<file path="config.mk">
export PLATFORM = sky130hd
export DESIGN_NAME = rsse_exec
export DESIGN_NICKNAME = d
export VERILOG_FILES = /design/src/core/rsse_pkg.sv /design/src/core/rsse_rotator.sv /design/src/core/rsse_subtractor.sv /design/src/core/rsse_exec.sv
export SDC_FILE = /design/constraint.sdc
export NUM_CORES = 1
export LEC_CHECK = 0
export BUFFER_PORTS_ARGS = -buffer_cell sky130_fd_sc_hd__buf_2
export CAP_MARGIN = 0
export CORE_MARGIN = 4
export CORE_UTILIZATION = 50
export DETAILED_ROUTE_END_ITERATION = 6
export HOLD_SLACK_MARGIN = 0.15
export PLACE_DENSITY = 0.75
export SLEW_MARGIN = 20
export SYNTH_ARGS = -nofsm -noshare
export SYNTH_HDL_FRONTEND = slang
export SYNTH_HIERARCHICAL = 1
export SYNTH_SLANG_ARGS = --single-unit
</file>
<file path="constraint.sdc">
create_clock -name sys_clk -period 9.2 [get_ports sys_clk]
set_input_delay 1.84 -clock sys_clk [delete_from_list [all_inputs] [get_ports sys_clk]]
set_output_delay 1.84 -clock sys_clk [all_outputs]
set_load 0.05 [all_outputs]
</file>
<file path="src/core/rsse_pkg.sv">
package rsse_pkg;

    // Datapath width and fixed byte values.
    localparam int          RSSE_BYTE_W     = 8;
    localparam int          RSSE_NIB_W      = 4;
    localparam logic [7:0]  RSSE_ALL_ONES   = 8'hFF;
    localparam logic [7:0]  RSSE_ZERO_BYTE  = 8'h00;
    localparam logic [7:0]  RSSE_ONE        = 8'h01;

    // Reset values of the work register, flags and interrupt gate.
    localparam logic [7:0]  RSSE_WORK_RESET = 8'h00;
    localparam logic        RSSE_FLAG_RESET = 1'b0;
    localparam logic        RSSE_GATE_RESET = 1'b0;

    // Instructions executed by this block.
    typedef enum logic [4:0] {
        OP_NOP,
        OP_POP_LOAD_LITERAL,
        OP_IRQ_EXIT,
        OP_ROTATE_LEFT,
        OP_ROTATE_LEFT_TO_WORK,
        OP_ROTATE_LEFT_THROUGH_FLAG,
        OP_ROTATE_LEFT_THROUGH_FLAG_TO_WORK,
        OP_ROTATE_RIGHT,
        OP_ROTATE_RIGHT_TO_WORK,
        OP_ROTATE_RIGHT_THROUGH_FLAG,
        OP_ROTATE_RIGHT_THROUGH_FLAG_TO_WORK,
        OP_MINUS_WITH_BORROW,
        OP_MINUS_WITH_BORROW_TO_MEMORY,
        OP_MINUS,
        OP_MINUS_TO_MEMORY,
        OP_MINUS_LITERAL,
        OP_DECREMENT_SKIP_ZERO,
        OP_DECREMENT_SKIP_ZERO_TO_WORK,
        OP_INCREMENT_SKIP_ZERO,
        OP_INCREMENT_SKIP_ZERO_TO_WORK,
        OP_SKIP_BIT_HIGH,
        OP_SET_BYTE,
        OP_SET_BIT
    } rsse_op_e;

    // Execution phase: a skip instruction holds a dummy slot.
    typedef enum logic {
        PH_RUN,
        PH_DUMMY
    } rsse_phase_e;

endpackage

</file>
<file path="src/core/rsse_rotator.sv">
`timescale 1ns/10ps
module rsse_rotator (
    // Operand
    input  wire logic [7:0] data_in,
    input  wire logic       carry_in,
    // Mode
    input  wire logic       dir_right,
    input  wire logic       through,
    // Result
    output logic [7:0]      data_out,
    output logic            carry_out
);

    localparam int MSB = rsse_pkg::RSSE_BYTE_W - 1;

    always_comb begin
        if (dir_right) begin
            data_out  = {(through ? carry_in : data_in[0]), data_in[MSB:1]};
            carry_out = through ? data_in[0] : carry_in;
        end else begin
            data_out  = {data_in[MSB-1:0], (through ? carry_in : data_in[MSB])};
            carry_out = through ? data_in[MSB] : carry_in;
        end
    end

endmodule

</file>
<file path="src/core/rsse_subtractor.sv">
`timescale 1ns/10ps
module rsse_subtractor (
    // Operands
    input  wire logic [7:0] minuend,
    input  wire logic [7:0] subtrahend,
    input  wire logic       borrow_in,
    // Result and flags
    output logic [7:0]      diff,
    output logic            no_borrow,
    output logic            half_no_borrow,
    output logic            signed_wrap,
    output logic            is_zero
);

    localparam int NW = rsse_pkg::RSSE_NIB_W;
    localparam int BW = rsse_pkg::RSSE_BYTE_W;

    logic [BW:0] full;
    logic [NW:0] low;

    always_comb begin
        full           = {1'b0, minuend} - {1'b0, subtrahend} - {{BW{1'b0}}, borrow_in};
        low            = {1'b0, minuend[NW-1:0]} - {1'b0, subtrahend[NW-1:0]} - {{NW{1'b0}}, borrow_in};
        diff           = full[BW-1:0];
        no_borrow      = ~full[BW];
        half_no_borrow = ~low[NW];
        signed_wrap    = (minuend[BW-1] ^ subtrahend[BW-1]) & (minuend[BW-1] ^ full[BW-1]);
        is_zero        = (full[BW-1:0] == rsse_pkg::RSSE_ZERO_BYTE);
    end

endmodule

</file>
<file path="src/core/rsse_exec.sv">
// Function
// - Pop-load-literal pops the return address, loads the literal, keeps every flag.
// - Interrupt exit pops the return address and sets the interrupt gate, flags untouched.
// - A pending interrupt at interrupt exit is serviced before resuming at the return address.
// - Rotate left moves bit 7 into bit 0, no flags; work form writes work.
// - All to-work rotate and skip forms leave the memory byte unwritten.
// - Rotate left through flag: old carry into bit 0, bit 7 into carry.
// - Rotate right moves bit 0 into bit 7, no flags; work form writes work.
// - Rotate right through flag: old carry into bit 7, bit 0 into carry.
// - Minus with borrow is work minus byte minus inverted carry; all four flags.
// - Every subtract clears carry on a negative result and sets it otherwise.
// - Plain minus subtracts a byte or literal without borrow; all four flags updated.
// - Decrement skip writes byte minus one back, skips on zero, no flags.
// - To-work decrement and increment skip write only work and skip on zero.
// - Increment skip writes byte plus one back, skips on zero, no flags.
// - Every conditional skip takes two cycles with a dummy slot.
// - Skip-bit-high skips when the selected bit is one, no flags.
// - Set byte writes all ones to memory, flags unchanged.
// - Set bit forces only the selected bit to one, flags unchanged.
//
// Local design decisions: the strobed register port and the address map.
`timescale 1ns/10ps
module rsse_exec (
    // Clock and reset
    input  wire logic               sys_clk,
    input  wire logic               reset,
    // Instruction issue from the decoder
    input  wire logic               op_valid,
    input  wire rsse_pkg::rsse_op_e op_code,
    input  wire logic [2:0]         op_bit_sel,
    input  wire logic [7:0]         op_literal,
    input  wire logic [7:0]         mem_rdata,
    output logic                    op_ready,
    output logic                    op_done,
    // Interrupt control
    input  wire logic               irq_pending,
    input  wire logic               gate_clear,
    output logic                    global_irq_gate,
    output logic                    irq_service,
    // Data memory write port
    output logic                    mem_wr_en,
    output logic [7:0]              mem_wdata,
    // Program flow
    output logic                    stack_pop,
    output logic                    skip_next,
    // Work register and status flags
    output logic [7:0]              work_register,
    output logic                    carry_flag,
    output logic                    zero_flag,
    output logic                    half_borrow_flag,
    output logic                    signed_wrap_flag
);

    typedef struct packed {
        logic [7:0]            work;
        logic                  carry;
        logic                  zero;
        logic                  half;
        logic                  wrap;
        logic                  gate;
        logic                  mem_we;
        logic [7:0]            mem_wdata;
        logic                  pop;
        logic                  skip;
        logic                  irq_take;
        logic                  ready;
        logic                  done;
        rsse_pkg::rsse_phase_e phase;
    } rsse_state_s;

    rsse_state_s st_q;
    rsse_state_s st_d;

    logic       op_take;
    logic       rot_right;
    logic       rot_through;
    logic [7:0] rot_res;
    logic       rot_carry;
    logic       sub_borrow;
    logic [7:0] sub_b;
    logic [7:0] sub_diff;
    logic       sub_nb;
    logic       sub_half;
    logic       sub_wrap;
    logic       sub_zero;
    logic [7:0] dec_val;
    logic [7:0] inc_val;

    assign op_take = op_valid & st_q.ready;

    ////////////////////////////////////////////////////////////////////////////////
    // Shared datapath.

    assign rot_right   = op_code inside {rsse_pkg::OP_ROTATE_RIGHT, rsse_pkg::OP_ROTATE_RIGHT_TO_WORK,
                                         rsse_pkg::OP_ROTATE_RIGHT_THROUGH_FLAG,
                                         rsse_pkg::OP_ROTATE_RIGHT_THROUGH_FLAG_TO_WORK};
    assign rot_through = op_code inside {rsse_pkg::OP_ROTATE_LEFT_THROUGH_FLAG,
                                         rsse_pkg::OP_ROTATE_LEFT_THROUGH_FLAG_TO_WORK,
                                         rsse_pkg::OP_ROTATE_RIGHT_THROUGH_FLAG,
                                         rsse_pkg::OP_ROTATE_RIGHT_THROUGH_FLAG_TO_WORK};

    rsse_rotator u_rotator (
        .data_in   (mem_rdata),
        .carry_in  (st_q.carry),
        .dir_right (rot_right),
        .through   (rot_through),
        .data_out  (rot_res),
        .carry_out (rot_carry)
    );

    // The borrow input is the inverted carry only for the with-borrow forms.
    assign sub_borrow = (op_code inside {rsse_pkg::OP_MINUS_WITH_BORROW,
                                         rsse_pkg::OP_MINUS_WITH_BORROW_TO_MEMORY}) & ~st_q.carry;
    assign sub_b      = (op_code == rsse_pkg::OP_MINUS_LITERAL) ? op_literal : mem_rdata;

    rsse_subtractor u_subtractor (
        .minuend        (st_q.work),
        .subtrahend     (sub_b),
        .borrow_in      (sub_borrow),
        .diff           (sub_diff),
        .no_borrow      (sub_nb),
        .half_no_borrow (sub_half),
        .signed_wrap    (sub_wrap),
        .is_zero        (sub_zero)
    );

    assign dec_val = mem_rdata - rsse_pkg::RSSE_ONE;
    assign inc_val = mem_rdata + rsse_pkg::RSSE_ONE;

    ////////////////////////////////////////////////////////////////////////////////
    // Next state.

    always_comb begin
        st_d          = st_q;
        st_d.mem_we   = 1'b0;
        st_d.pop      = 1'b0;
        st_d.skip     = 1'b0;
        st_d.irq_take = 1'b0;
        st_d.done     = 1'b0;
        if (gate_clear) begin
            st_d.gate = 1'b0;
        end
        case (st_q.phase)
            rsse_pkg::PH_RUN: begin
                if (op_valid) begin
                    st_d.done = 1'b1;
                    case (op_code)
                        rsse_pkg::OP_POP_LOAD_LITERAL: begin
                            st_d.pop  = 1'b1;
                            st_d.work = op_literal;
                        end
                        rsse_pkg::OP_IRQ_EXIT: begin
                            // Written after the clear so that the set wins a collision.
                            st_d.pop      = 1'b1;
                            st_d.gate     = 1'b1;
                            st_d.irq_take = irq_pending;
                        end
                        rsse_pkg::OP_ROTATE_LEFT, rsse_pkg::OP_ROTATE_RIGHT,
                        rsse_pkg::OP_ROTATE_LEFT_THROUGH_FLAG, rsse_pkg::OP_ROTATE_RIGHT_THROUGH_FLAG: begin
                            st_d.mem_we    = 1'b1;
                            st_d.mem_wdata = rot_res;
                            st_d.carry     = rot_carry;
                        end
                        rsse_pkg::OP_ROTATE_LEFT_TO_WORK, rsse_pkg::OP_ROTATE_RIGHT_TO_WORK,
                        rsse_pkg::OP_ROTATE_LEFT_THROUGH_FLAG_TO_WORK,
                        rsse_pkg::OP_ROTATE_RIGHT_THROUGH_FLAG_TO_WORK: begin
                            st_d.work  = rot_res;
                            st_d.carry = rot_carry;
                        end
                        rsse_pkg::OP_MINUS_WITH_BORROW, rsse_pkg::OP_MINUS, rsse_pkg::OP_MINUS_LITERAL,
                        rsse_pkg::OP_MINUS_WITH_BORROW_TO_MEMORY, rsse_pkg::OP_MINUS_TO_MEMORY: begin
                            if (op_code inside {rsse_pkg::OP_MINUS_WITH_BORROW_TO_MEMORY,
                                                rsse_pkg::OP_MINUS_TO_MEMORY}) begin
                                st_d.mem_we    = 1'b1;
                                st_d.mem_wdata = sub_diff;
                            end else begin
                                st_d.work = sub_diff;
                            end
                            st_d.carry = sub_nb;
                            st_d.zero  = sub_zero;
                            st_d.half  = sub_half;
                            st_d.wrap  = sub_wrap;
                        end
                        rsse_pkg::OP_DECREMENT_SKIP_ZERO: begin
                            st_d.mem_we    = 1'b1;
                            st_d.mem_wdata = dec_val;
                            st_d.skip      = (dec_val == rsse_pkg::RSSE_ZERO_BYTE);
                            st_d.phase     = rsse_pkg::PH_DUMMY;
                        end
                        rsse_pkg::OP_INCREMENT_SKIP_ZERO: begin
                            st_d.mem_we    = 1'b1;
                            st_d.mem_wdata = inc_val;
                            st_d.skip      = (inc_val == rsse_pkg::RSSE_ZERO_BYTE);
                            st_d.phase     = rsse_pkg::PH_DUMMY;
                        end
                        rsse_pkg::OP_DECREMENT_SKIP_ZERO_TO_WORK: begin
                            st_d.work  = dec_val;
                            st_d.skip  = (dec_val == rsse_pkg::RSSE_ZERO_BYTE);
                            st_d.phase = rsse_pkg::PH_DUMMY;
                        end
                        rsse_pkg::OP_INCREMENT_SKIP_ZERO_TO_WORK: begin
                            st_d.work  = inc_val;
                            st_d.skip  = (inc_val == rsse_pkg::RSSE_ZERO_BYTE);
                            st_d.phase = rsse_pkg::PH_DUMMY;
                        end
                        rsse_pkg::OP_SKIP_BIT_HIGH: begin
                            st_d.skip  = mem_rdata[op_bit_sel];
                            st_d.phase = rsse_pkg::PH_DUMMY;
                        end
                        rsse_pkg::OP_SET_BYTE: begin
                            st_d.mem_we    = 1'b1;
                            st_d.mem_wdata = rsse_pkg::RSSE_ALL_ONES;
                        end
                        rsse_pkg::OP_SET_BIT: begin
                            st_d.mem_we    = 1'b1;
                            st_d.mem_wdata = mem_rdata | (rsse_pkg::RSSE_ONE << op_bit_sel);
                        end
                        default: begin
                        end
                    endcase
                end
            end
            rsse_pkg::PH_DUMMY: begin
                // The dummy slot lets the fetch unit drop or fetch the next word.
                st_d.phase = rsse_pkg::PH_RUN;
            end
            default: begin
                st_d.phase = rsse_pkg::PH_RUN;
            end
        endcase
        st_d.ready = (st_d.phase == rsse_pkg::PH_RUN);
    end

    always_ff @(posedge sys_clk) begin
        if (reset) begin
            st_q           <= '0;
            st_q.work      <= rsse_pkg::RSSE_WORK_RESET;
            st_q.carry     <= rsse_pkg::RSSE_FLAG_RESET;
            st_q.zero      <= rsse_pkg::RSSE_FLAG_RESET;
            st_q.half      <= rsse_pkg::RSSE_FLAG_RESET;
            st_q.wrap      <= rsse_pkg::RSSE_FLAG_RESET;
            st_q.gate      <= rsse_pkg::RSSE_GATE_RESET;
            st_q.ready     <= 1'b1;
            st_q.phase     <= rsse_pkg::PH_RUN;
        end else begin
            st_q <= st_d;
        end
    end

    assign op_ready         = st_q.ready;
    assign op_done          = st_q.done;
    assign global_irq_gate  = st_q.gate;
    assign irq_service      = st_q.irq_take;
    assign mem_wr_en        = st_q.mem_we;
    assign mem_wdata        = st_q.mem_wdata;
    assign stack_pop        = st_q.pop;
    assign skip_next        = st_q.skip;
    assign work_register    = st_q.work;
    assign carry_flag       = st_q.carry;
    assign zero_flag        = st_q.zero;
    assign half_borrow_flag = st_q.half;
    assign signed_wrap_flag = st_q.wrap;

    ////////////////////////////////////////////////////////////////////////////////
    // Checks.

    logic [7:0] h_rol;
    logic [7:0] h_ror;
    logic [7:0] h_rlc;
    logic [7:0] h_rrc;
    logic [7:0] h_diff;
    logic [7:0] h_bit;
    logic       h_nb;
    logic       h_sel;
    logic [3:0] h_flags;

    assign h_rol   = {mem_rdata[6:0], mem_rdata[7]};
    assign h_ror   = {mem_rdata[0], mem_rdata[7:1]};
    assign h_rlc   = {mem_rdata[6:0], carry_flag};
    assign h_rrc   = {carry_flag, mem_rdata[7:1]};
    assign h_diff  = work_register - sub_b - {7'h00, sub_borrow};
    assign h_nb    = ({1'b0, work_register} >= ({1'b0, sub_b} + {8'h00, sub_borrow}));
    assign h_bit   = mem_rdata | (8'h01 << op_bit_sel);
    assign h_sel   = mem_rdata[op_bit_sel];
    assign h_flags = {carry_flag, zero_flag, half_borrow_flag, signed_wrap_flag};
endmodule

</file>
# Yosys cells after proc, flatten, opt, wreduce, memory -nomap -nowiden
# Index checks and enable logic that the tools add are counted.
dict set report word_totals {
  ff_bits 28
  out_inout_bits 27
}
dict set report op_classes {
  bitwise_logic 12
  shift 1
  eq_ne 25
  n_addsub 6
  reduce_logical 25
  muxes 24
  magnitude_cmp 1
}
# cell n
set ops {}
lappend ops {{9-bit case mux with 6 select lines} 1}
lappend ops {{5-bit by 4-bit equality test with 1-bit output, second input constant} 8}
lappend ops {{8-bit case mux with 5 select lines} 1}
lappend ops {{5-bit equality test, second input constant} 7}
lappend ops {{13-bit two-way mux} 2}
lappend ops {{8-bit zero test} 3}
lappend ops {{8-bit two-way mux} 3}
lappend ops {{5-bit by 3-bit equality test with 1-bit output, second input constant} 4}
lappend ops {{4-bit AND reduction} 3}
lappend ops {{4-bit OR reduction} 3}
lappend ops {{1-bit two-way mux} 11}
lappend ops {{5-bit by 2-bit equality test with 1-bit output, second input constant} 2}
lappend ops {{5-bit OR reduction} 2}
lappend ops {{9-bit two-way mux} 1}
lappend ops {{8-bit by 8-bit subtractor with 9-bit output} 1}
lappend ops {{9-bit by 1-bit subtractor with 9-bit output} 1}
lappend ops {{8-bit by 1-bit adder with 8-bit output, second input constant} 1}
lappend ops {{8-bit bitwise OR} 1}
lappend ops {{4-bit nonzero test} 2}
lappend ops {{2-bit OR reduction} 4}
lappend ops {{8-bit OR reduction} 1}
lappend ops {{1-bit by 3-bit left shift with 8-bit output, first input constant} 1}
lappend ops {{8-bit by 1-bit subtractor with 8-bit output, second input constant} 1}
lappend ops {{1-bit inverter} 7}
lappend ops {{17 further kinds} 23}

# Logic depth before layout (Yosys ltp)
# Gate-level depths: netlist (run 1).
dict set report logic_depth {
  ltp_word 8
  depth_mapped 17
  depth_no_buf 15
}

# By module
# Netlist (run 1), hierarchy kept.
# mod seq_area_each_um2 area_each_um2 cells_each n_inst
set modules_own_cells {}
lappend modules_own_cells {rsse_exec 560.5 2598.7 334 1}
lappend modules_own_cells {rsse_subtractor 0.0 580.6 75 1}
lappend modules_own_cells {rsse_rotator 0.0 135.1 16 1}

# Worst setup path after synthesis (run 1)
# OpenSTA, ideal clock, no wires.
dict set report synth_timing {
  path_kind {input port to flip-flop}
  start {input op_code[2]}
  end {register st_q, in the netlist work_register[6]}
  arrival_time_ps 4932
  setup_slack_ps 4134
  path_buffers 2
  cell_stages 13
  cell_sequence {buf_4 > buf_2 > nand3_1 > mux2_2 > inv_1 > fa_1 > fa_1 > nand2b_1 > a2111oi_0 > nor2_1 > xnor2_1 > a2111oi_0 > o32ai_1}
}
dict set report synth_via {
  elab_chain_cells 6
  elab_cells_between_ends 29
}
# element line_no
set synth_lines {}
lappend synth_lines {{from (decl)} rsse_exec.sv:29} ;# input wire rsse_pkg::rsse_op_e op_code,
lappend synth_lines {{5-bit by 4-bit equality test with 1-bit output} rsse_exec.sv:114} ;# assign sub_b = (op_code == rsse_pkg::OP_MINUS_LITERAL) ? op_literal : mem_rdata;
lappend synth_lines {{8-bit two-way mux} rsse_exec.sv:114}
lappend synth_lines {{via sub_b[0]} rsse_exec.sv:80} ;# logic [7:0] sub_b;
lappend synth_lines {{8-bit by 8-bit subtractor with 9-bit output} rsse_subtractor.sv:22} ;# full = {1'b0, minuend} - {1'b0, subtrahend} - {{BW{1'b0}}, borrow_in};
lappend synth_lines {{9-bit by 1-bit subtractor with 9-bit output} rsse_subtractor.sv:22}
lappend synth_lines {{via sub_diff[6]} rsse_exec.sv:81} ;# logic [7:0] sub_diff;
lappend synth_lines {{8-bit two-way mux} rsse_exec.sv:172} ;# if (op_code inside {rsse_pkg::OP_MINUS_WITH_BORROW_TO_MEMORY,
lappend synth_lines {{8-bit case mux with 5 select lines} rsse_exec.sv:147} ;# case (op_code)
lappend synth_lines {{to (signal assigned)} rsse_exec.sv:246} ;# st_q <= st_d;
lappend synth_lines {{to (decl)} rsse_exec.sv:71} ;# rsse_state_s st_q;
# The timed path passes the listed nets, and every way through them passes these cells. The select of a mux whose other input is x is not followed.
# A chain may end at the register's enable or synchronous reset.

# Final worst setup path (run 1)
dict set report layout_timing {
  start {input op_code[1]}
  end {register st_q, in the netlist mem_wdata[6]}
}
dict set report layout_via {
  elab_chain_cells 6
  elab_cells_between_ends 30
}
# element line_no
set layout_lines {}
lappend layout_lines {{5-bit by 4-bit equality test with 1-bit output} rsse_exec.sv:114}
lappend layout_lines {{8-bit two-way mux} rsse_exec.sv:114}
lappend layout_lines {{via sub_b[0]} rsse_exec.sv:80}
lappend layout_lines {{8-bit by 8-bit subtractor with 9-bit output} rsse_subtractor.sv:22}
lappend layout_lines {{9-bit by 1-bit subtractor with 9-bit output} rsse_subtractor.sv:22}
lappend layout_lines {{via sub_diff[6]} rsse_exec.sv:81}
lappend layout_lines {{9-bit two-way mux} rsse_exec.sv:172}
lappend layout_lines {{9-bit case mux with 6 select lines} rsse_exec.sv:147}
# The timed path passes the listed nets, and every way through them passes these cells. The select of a mux whose other input is x is not followed.

==> metrics.txt, run 1 <==
Hold Path Origin global_irq_gate; Fin Setup TNS 0 ns; CTS tree yes; clk sink count 28; initial antenna violation count 0; Post-synth EDFFs 0; GR Overflow Total 0; Layout fillers 631; Final Non-Filler Cells 520; sw frac 0.434; HP Class register to register; CP startpoint op_code[1]; sequential share of power 0.328; WL/cell 19.4 um; hold endpoint global_irq_gate; FF-to-FF setup slack 5.71 ns; GPL Wtd Cong 0.961; Global Route Usage Sum 0.248; P_int 0.229 mW; Worst-path clk slew 0.10 ns; Util after Layout 0.545; most frequent cells in the layout buf_2, nor2_1, inv_1; largest net degree at the start of global routing 27; H-tree lvl count 1; Top FF cell, synth dfxtp_1; Area Growth Syn to Fin 5.10%; dpl cell area 3440 sq um; port bufs 55; crit path launch type input port; fraction of layout cells with a size suffix above 1 0.217; Multi-input gate area 2370 sq um; Via density 6.36; sequential area share after synthesis 0.169; PD cells 116 nW/um^2; hpwl dp 7.81 mm; CP Capture Type register; worst r2r src carry_flag; Final Cell Area 3480 sq um; Worst Tran Pin Value 1.04 ns; Switch Pwr 0.176 mW; total power 0.404 mW; Iter 0 DRT Violations 411; vias in the first global route 2,858; syn nets 473; Clock Path Buffers 2; clock share of power 0.171; Yosys warnings 6; CP arrival 5.75 ns; die area 8000 sq um; CTS Root Cell clkbuf_8; DR pass1 iterations 5; Worst Reg2Reg Path Length in Cells 12; Fin Hold WS 0.478 ns; pre-CTS setup slack 3.38 ns; most common cell after layout, fill and taps aside buf_2; antenna viol nets, final 0; final net count 493; Clock Latency Late Sink 0.27 ns; CP max FO 26; WHS Path Cells 2; post-cts sizing count 0; syn_area_per_cell 7.80 sq um; fmax 179 MHz; Max IR drop VDD 72.6 uV; required time of the critical path 9.35 ns; asr flop ratio synth 0; drt drc 0; Leak 1.39 nW; Post-Syn Area 3310 sq um; CTS buffer count 3; num rows 29; Final Max Tran Viols 0; num ports 56; Post-Route WL 10.1 mm; register bit count reported by yosys 28; Worst Skew 0.00556 ns; Setup WS post-layout 3.60 ns; RSZ-0062 raised after global routing no; max cap viols 0; status complete, no violations; Post-CTS Setup Bufs 0; Antenna Cells 0; post-layout minimum cycle time 5.60 ns; placed instance count 517; Final Hold Vio Count 0; hold buffer count at cts 0; final clock period utilization by the worst path 0.609; die width 89.4 um; Comb pwr share 0.501; register area 561 sq um; final setup fails 0; Die H 89.4 um; routed vias 3,308; starting density of the core 0.519; critical path type input port to register; core box area 6390 sq um; first-pass GRT wire length 15.3 mm; Synth Instances 425; Critical R2R Capture mem_wdata[6]; Netlist cell types 75; slew margin rel. 0.306
## final cells by class
class                   instances  share of cell area
well taps                      77              0.0277
multi-input cells             321               0.682
inverters                      36              0.0388
clock buffers                   3              0.0119
repair buffers                 55              0.0790
flip-flops and latches         28               0.161
## Yosys cell counts, types with 2 or more instances
cell type  number  share of area
o31ai_1         3         0.0068
a32oi_1         2         0.0053
nand2_1        28          0.032
nor2_1         38          0.043
a311oi_1       10          0.026
or4_4           2         0.0068
a22oi_1         2         0.0045
nand2b_1       12          0.023
and2_1          5         0.0094
o21bai_1        2         0.0045
a21boi_2        2         0.0068
a2111oi_0       4          0.011
mux2i_1         9          0.027
inv_1          36          0.041
buf_4          17          0.039
mux2_2         14          0.048
dfxtp_1        28           0.17
a221oi_1       10          0.026
buf_2          12          0.018
o32ai_1         3         0.0079
nand3_1         8          0.012
a21oi_2         2         0.0053
o221ai_1        2         0.0053
fa_1            2          0.012
nand4_1         3         0.0057
clkbuf_1        8         0.0091
nor2b_1         6          0.011
a31oi_1         6          0.011
nor3_1         13          0.020
xor2_1         10          0.026
o21a_1          2         0.0045
a21boi_0        3         0.0068
o21ai_0        17          0.026
a211oi_1        8          0.018
a222oi_1        3         0.0091
ha_1           17          0.064
or3b_2          2         0.0053
a21o_1          2         0.0045
xnor2_1        12          0.032
buf_6           2         0.0068
nor4_1          2         0.0038
o211ai_1        2         0.0045
or3_1           5         0.0094
a21oi_1        14          0.021
nor3b_1         5          0.011
## critical path, cell delays in order
cell and delay (ns):
buf_2 0.39, and2_1 0.25, nand3_1 0.35, mux2_2 0.35, inv_1 0.05, fa_1 0.44, fa_1 0.42, nand2b_1 0.20
a2111oi_0 0.56, nor2_1 0.11, xnor2_1 0.19, nand2_1 0.08, o21ai_0 0.09, a211oi_1 0.29, a311oi_2 0.14
## cells by family (layout without fill, tap and decap cells)
family / Yosys count / in the layout / share of synthesized area
buf+inv: 76 / 94 / 0.114
flops: 28 / 28 / 0.169
fa+ha+maj: 19 / 19 / 0.0763
simple gates: 145 / 145 / 0.238
xor+xnor: 23 / 23 / 0.0630
compound gates: 109 / 109 / 0.253
mux: 25 / 25 / 0.0861
## per-layer routing
metal	up-vias	track usage	part of all wire
li1	1570	-	-
met1	1535	0.361	0.44
met2	185	0.401	0.46
met3	18	0.0166	0.081
met4	0	0.0541	0.019
met5	-	0	0
## worst max path at each step
| stage | to | depth (start not counted) |
|---|---|---|
| global route | mem_wdata[6] | 15 |
| floorplan | work_register[6] | 13 |
| detailed placement | mem_wdata[6] | 15 |
| finish | mem_wdata[6] | 15 |
| global placement | work_register[6] | 13 |
| CTS | work_register[6] | 13 |
## power groups by stage
| stage | Clock [mW] | Combinational [mW] | Sequential [mW] |
|---|---|---|---|
| 6_report | 0.0691 | 0.203 | 0.133 |
| 5_1_grt | 0.0751 | 0.217 | 0.134 |
| 3_3_place_gp | 0 | 0.194 | 0.135 |
| 3_5_place_dp | 0 | 0.197 | 0.136 |
| 2_1_floorplan | 0 | 0.153 | 0.139 |
| 4_1_cts | 0.0703 | 0.198 | 0.133 |
(Power assumes the default switching activity.)
==> run 2: changes to the inputs <==
--- a/config.mk
+++ b/config.mk
@@ -5,6 +5,7 @@
 export SDC_FILE = /design/constraint.sdc
 export NUM_CORES = 1
 export LEC_CHECK = 0
+export ABC_AREA = 1
 export BUFFER_PORTS_ARGS = -buffer_cell sky130_fd_sc_hd__buf_2
 export CAP_MARGIN = 0
 export CORE_MARGIN = 4
==> constraint.sdc (replaced) <==
create_clock -name sys_clk -period 5.8 [get_ports sys_clk]
set_input_delay 1.16 -clock sys_clk [delete_from_list [all_inputs] [get_ports sys_clk]]
set_output_delay 1.16 -clock sys_clk [all_outputs]
set_load 0.05 [all_outputs]
==> run 2 against run 1 <==
Net effect:
- sequential share of layout area decreased by 0.91 points
- largest cell class unchanged
- first-iteration DRC count is 9.2% lower
- wire length rose by 15%
- count of clock-buffer cells in the layout unchanged
- largest power group unchanged
- power increased by 64%
- synthesized area is 4.5% higher
- via count rose by 22%
- die area grew 4.1%
==> metrics.txt, run 2 <==
status complete, no violations; WL/cell 15.7 um (-19%); initial antenna violation count 0 (unchanged); hpwl dp 9.51 mm (+22%); pre-CTS setup slack 1.41 ns (-1.97 ns); H-tree lvl count 1 (unchanged); GR Overflow Total 0 (unchanged); Util after Layout 0.546 (+0.00103); Netlist cell types 33 (-56%); fmax 240 MHz; Leak 2.10 nW (+51%); final setup fails 0 (unchanged); PD cells 180 nW/um^2 (+55%); Met3 Wirelength 1.06 mm (+29%); Clock Latency Late Sink 0.28 ns (about the same); FF-to-FF setup slack 2.96 ns (-2.75 ns); largest area contributor in the netlist nand2_1; Max IR drop VDD 77.8 uV (+7.1%); Yosys warnings 6 (unchanged); hold buffer count at cts 0 (unchanged); routed vias 4,048 (+22%); Antenna Cells 0 (unchanged); Final Max Tran Viols 0 (unchanged); first-pass GRT wire length 18.4 mm (+20%); most common cell after layout, fill and taps aside nand2_1; antenna viol nets, final 0 (unchanged); syn_area_per_cell 5.54 sq um (-29%); Top FF cell, synth dfxtp_1; slew margin rel. 0.234 (-0.0716); DR pass1 iterations 6 (+1); Area contributors post-synth nand2_1, dfxtp_1, nor2_1; Critical R2R Capture work_register[6]; critical path type input port to register; Clock Path Buffers 2 (unchanged); Fin Setup TNS 0 ns (unchanged); max cap viols 0 (unchanged); Worst Reg2Reg Path Length in Cells 19 (+7); most common cell in the netlist nand2_1; post-cts sizing count 0 (unchanged); Global Route Usage Sum 0.277 (+0.0287); starting density of the core 0.512 (-0.00660); CTS tree yes; CP arrival 4.38 ns (-1.37 ns); Final Hold Vio Count 0 (unchanged); port bufs 55 (unchanged); Post-CTS Setup Bufs 0 (unchanged); fraction of layout cells with a size suffix above 1 0.157 (-0.0602); largest net degree at the start of global routing 19 (-30%); total power 0.664 mW (+64%); drt drc 0 (unchanged); CP Capture Type register; final net count 708 (+44%); worst r2r src carry_flag; final clock period utilization by the worst path 0.720; Post-synth EDFFs 0 (unchanged); GPL Wtd Cong 1.02 (+6.4%); CP endpoint work_register[6]; Area Growth Syn to Fin 6.65%; synth cell count leaders nand2_1, nor2_1, inv_1; crit path launch type input port; Worst Skew 0.00611 ns (+0.000550 ns); clk sink count 28 (unchanged); CTS buffer count 3 (unchanged); wl on met1 5.20 mm (+16%); register bit count reported by yosys 28 (unchanged); die area 8320 sq um (+4.1%); Via density 5.49 (-14%); die width 91.2 um (+2.0%); CP max FO 16 (-38%); num rows 30 (+3.4%); sequential area share after synthesis 0.162 (-0.00721); Post-Route WL 11.6 mm (+15%); Post-Syn Area 3460 sq um (+4.5%); Worst Tran Pin Value 1.15 ns (+0.107 ns); Setup WS post-layout 1.63 ns (-1.97 ns); vias in the first global route 3,642 (+27%); CTS Root Cell clkbuf_8; post-layout minimum cycle time 4.17 ns; Worst-path clk slew 0.11 ns (about the same); asr flop ratio synth 0 (unchanged); HP Class register to register; routed wl met2 4.98 mm (+8.3%); syn nets 673 (+42%); Fin Hold WS 0.477 ns (-0.000227 ns); Die H 91.2 um (+2.0%); CP startpoint op_code[3]; most frequent cells in the layout nand2_1, nor2_1, inv_1; RSZ-0062 raised after global routing no; num ports 56 (unchanged); core box area 6760 sq um (+5.8%); Iter 0 DRT Violations 373 (-9.2%); uppermost layer routed met4; required time of the critical path 6.01 ns (-3.34 ns); share of the synthesized area in the top cell type 0.201 (+0.0315); Synth Instances 625 (+47%)
-- run 2: layout make-up --
| cell class | count | area (sq um) |
|---|---|---|
| multi-input combinational | 479 | 2360 |
| timing repair buffer | 56 | 283 |
| inverter | 92 | 347 |
| clock buffer | 3 | 41.3 |
| sequential | 28 | 561 |
| tap | 80 | 100 |
| fill | 725 | 3060 |
-- run 2: where the power goes --
group | switching (mW) | total, mW | internal (mW)
Sequential | 0.00823 | 0.211 | 0.203
Combinational | 0.238 | 0.339 | 0.101
Clock | 0.0665 | 0.113 | 0.0468
Total | 0.313 | 0.664 | 0.351
-- run 2: worst min path at each step --
stage                                 from                to  slack (ns)  depth (start not counted)
after floorplan           work_register[5]  work_register[5]        0.45                          2
after global placement     global_irq_gate   global_irq_gate        0.45                          2
after detailed placement   global_irq_gate   global_irq_gate        0.46                          2
after CTS                  global_irq_gate   global_irq_gate        0.48                          2
after global routing      half_borrow_flag  half_borrow_flag        0.52                          2
final                      global_irq_gate   global_irq_gate        0.48                          2
-- run 2: metrics by stage --
stage | cells | instance area [sq um]
final | 738 | 3690
after global routing | 738 | 3690
after CTS | 738 | 3690
after detailed placement | 735 | 3650
after global placement | 735 | 3650
after floorplan | 625 | 3460
-- run 2: kinds of logic (layout without fill, tap and decap cells) --
kind of cell	after synthesis	after routing	share of synthesized area
DFF	28	28	0.162
and+or+nand+nor	388	388	0.493
adders and majority gates	19	19	0.0730
buffers and inverters	118	151	0.156
AOI/OAI and AO/OA	66	66	0.100
xor gates and xnor gates	6	6	0.0152
-- run 2: worst max-delay path: stages --
cell     delay [ns]
buf_2          0.15
inv_2          0.09
nor2_4         0.11
nand2_2        0.09
inv_1          0.08
nand2_1        0.28
a21oi_1        0.26
inv_1          0.08
fa_1           0.44
fa_1           0.42
inv_1          0.09
nand2_2        0.07
nand2_2        0.08
nand2_2        0.07
nand2_1        0.08
nand2_1        0.05
nand2_1        0.07
nand2_1        0.06
inv_1          0.08
nand2_1        0.06
nand2_1        0.11
nor2_1         0.05
nand3_1        0.10
nand2_1        0.09
a21oi_1        0.15
-- run 2: per-layer routing --
metal,vias to the layer above,global-route usage
met1,1791,0.384
met2,216,0.439
li1,2015,-
met5,-,0
met3,26,0.0323
met4,0,0.103
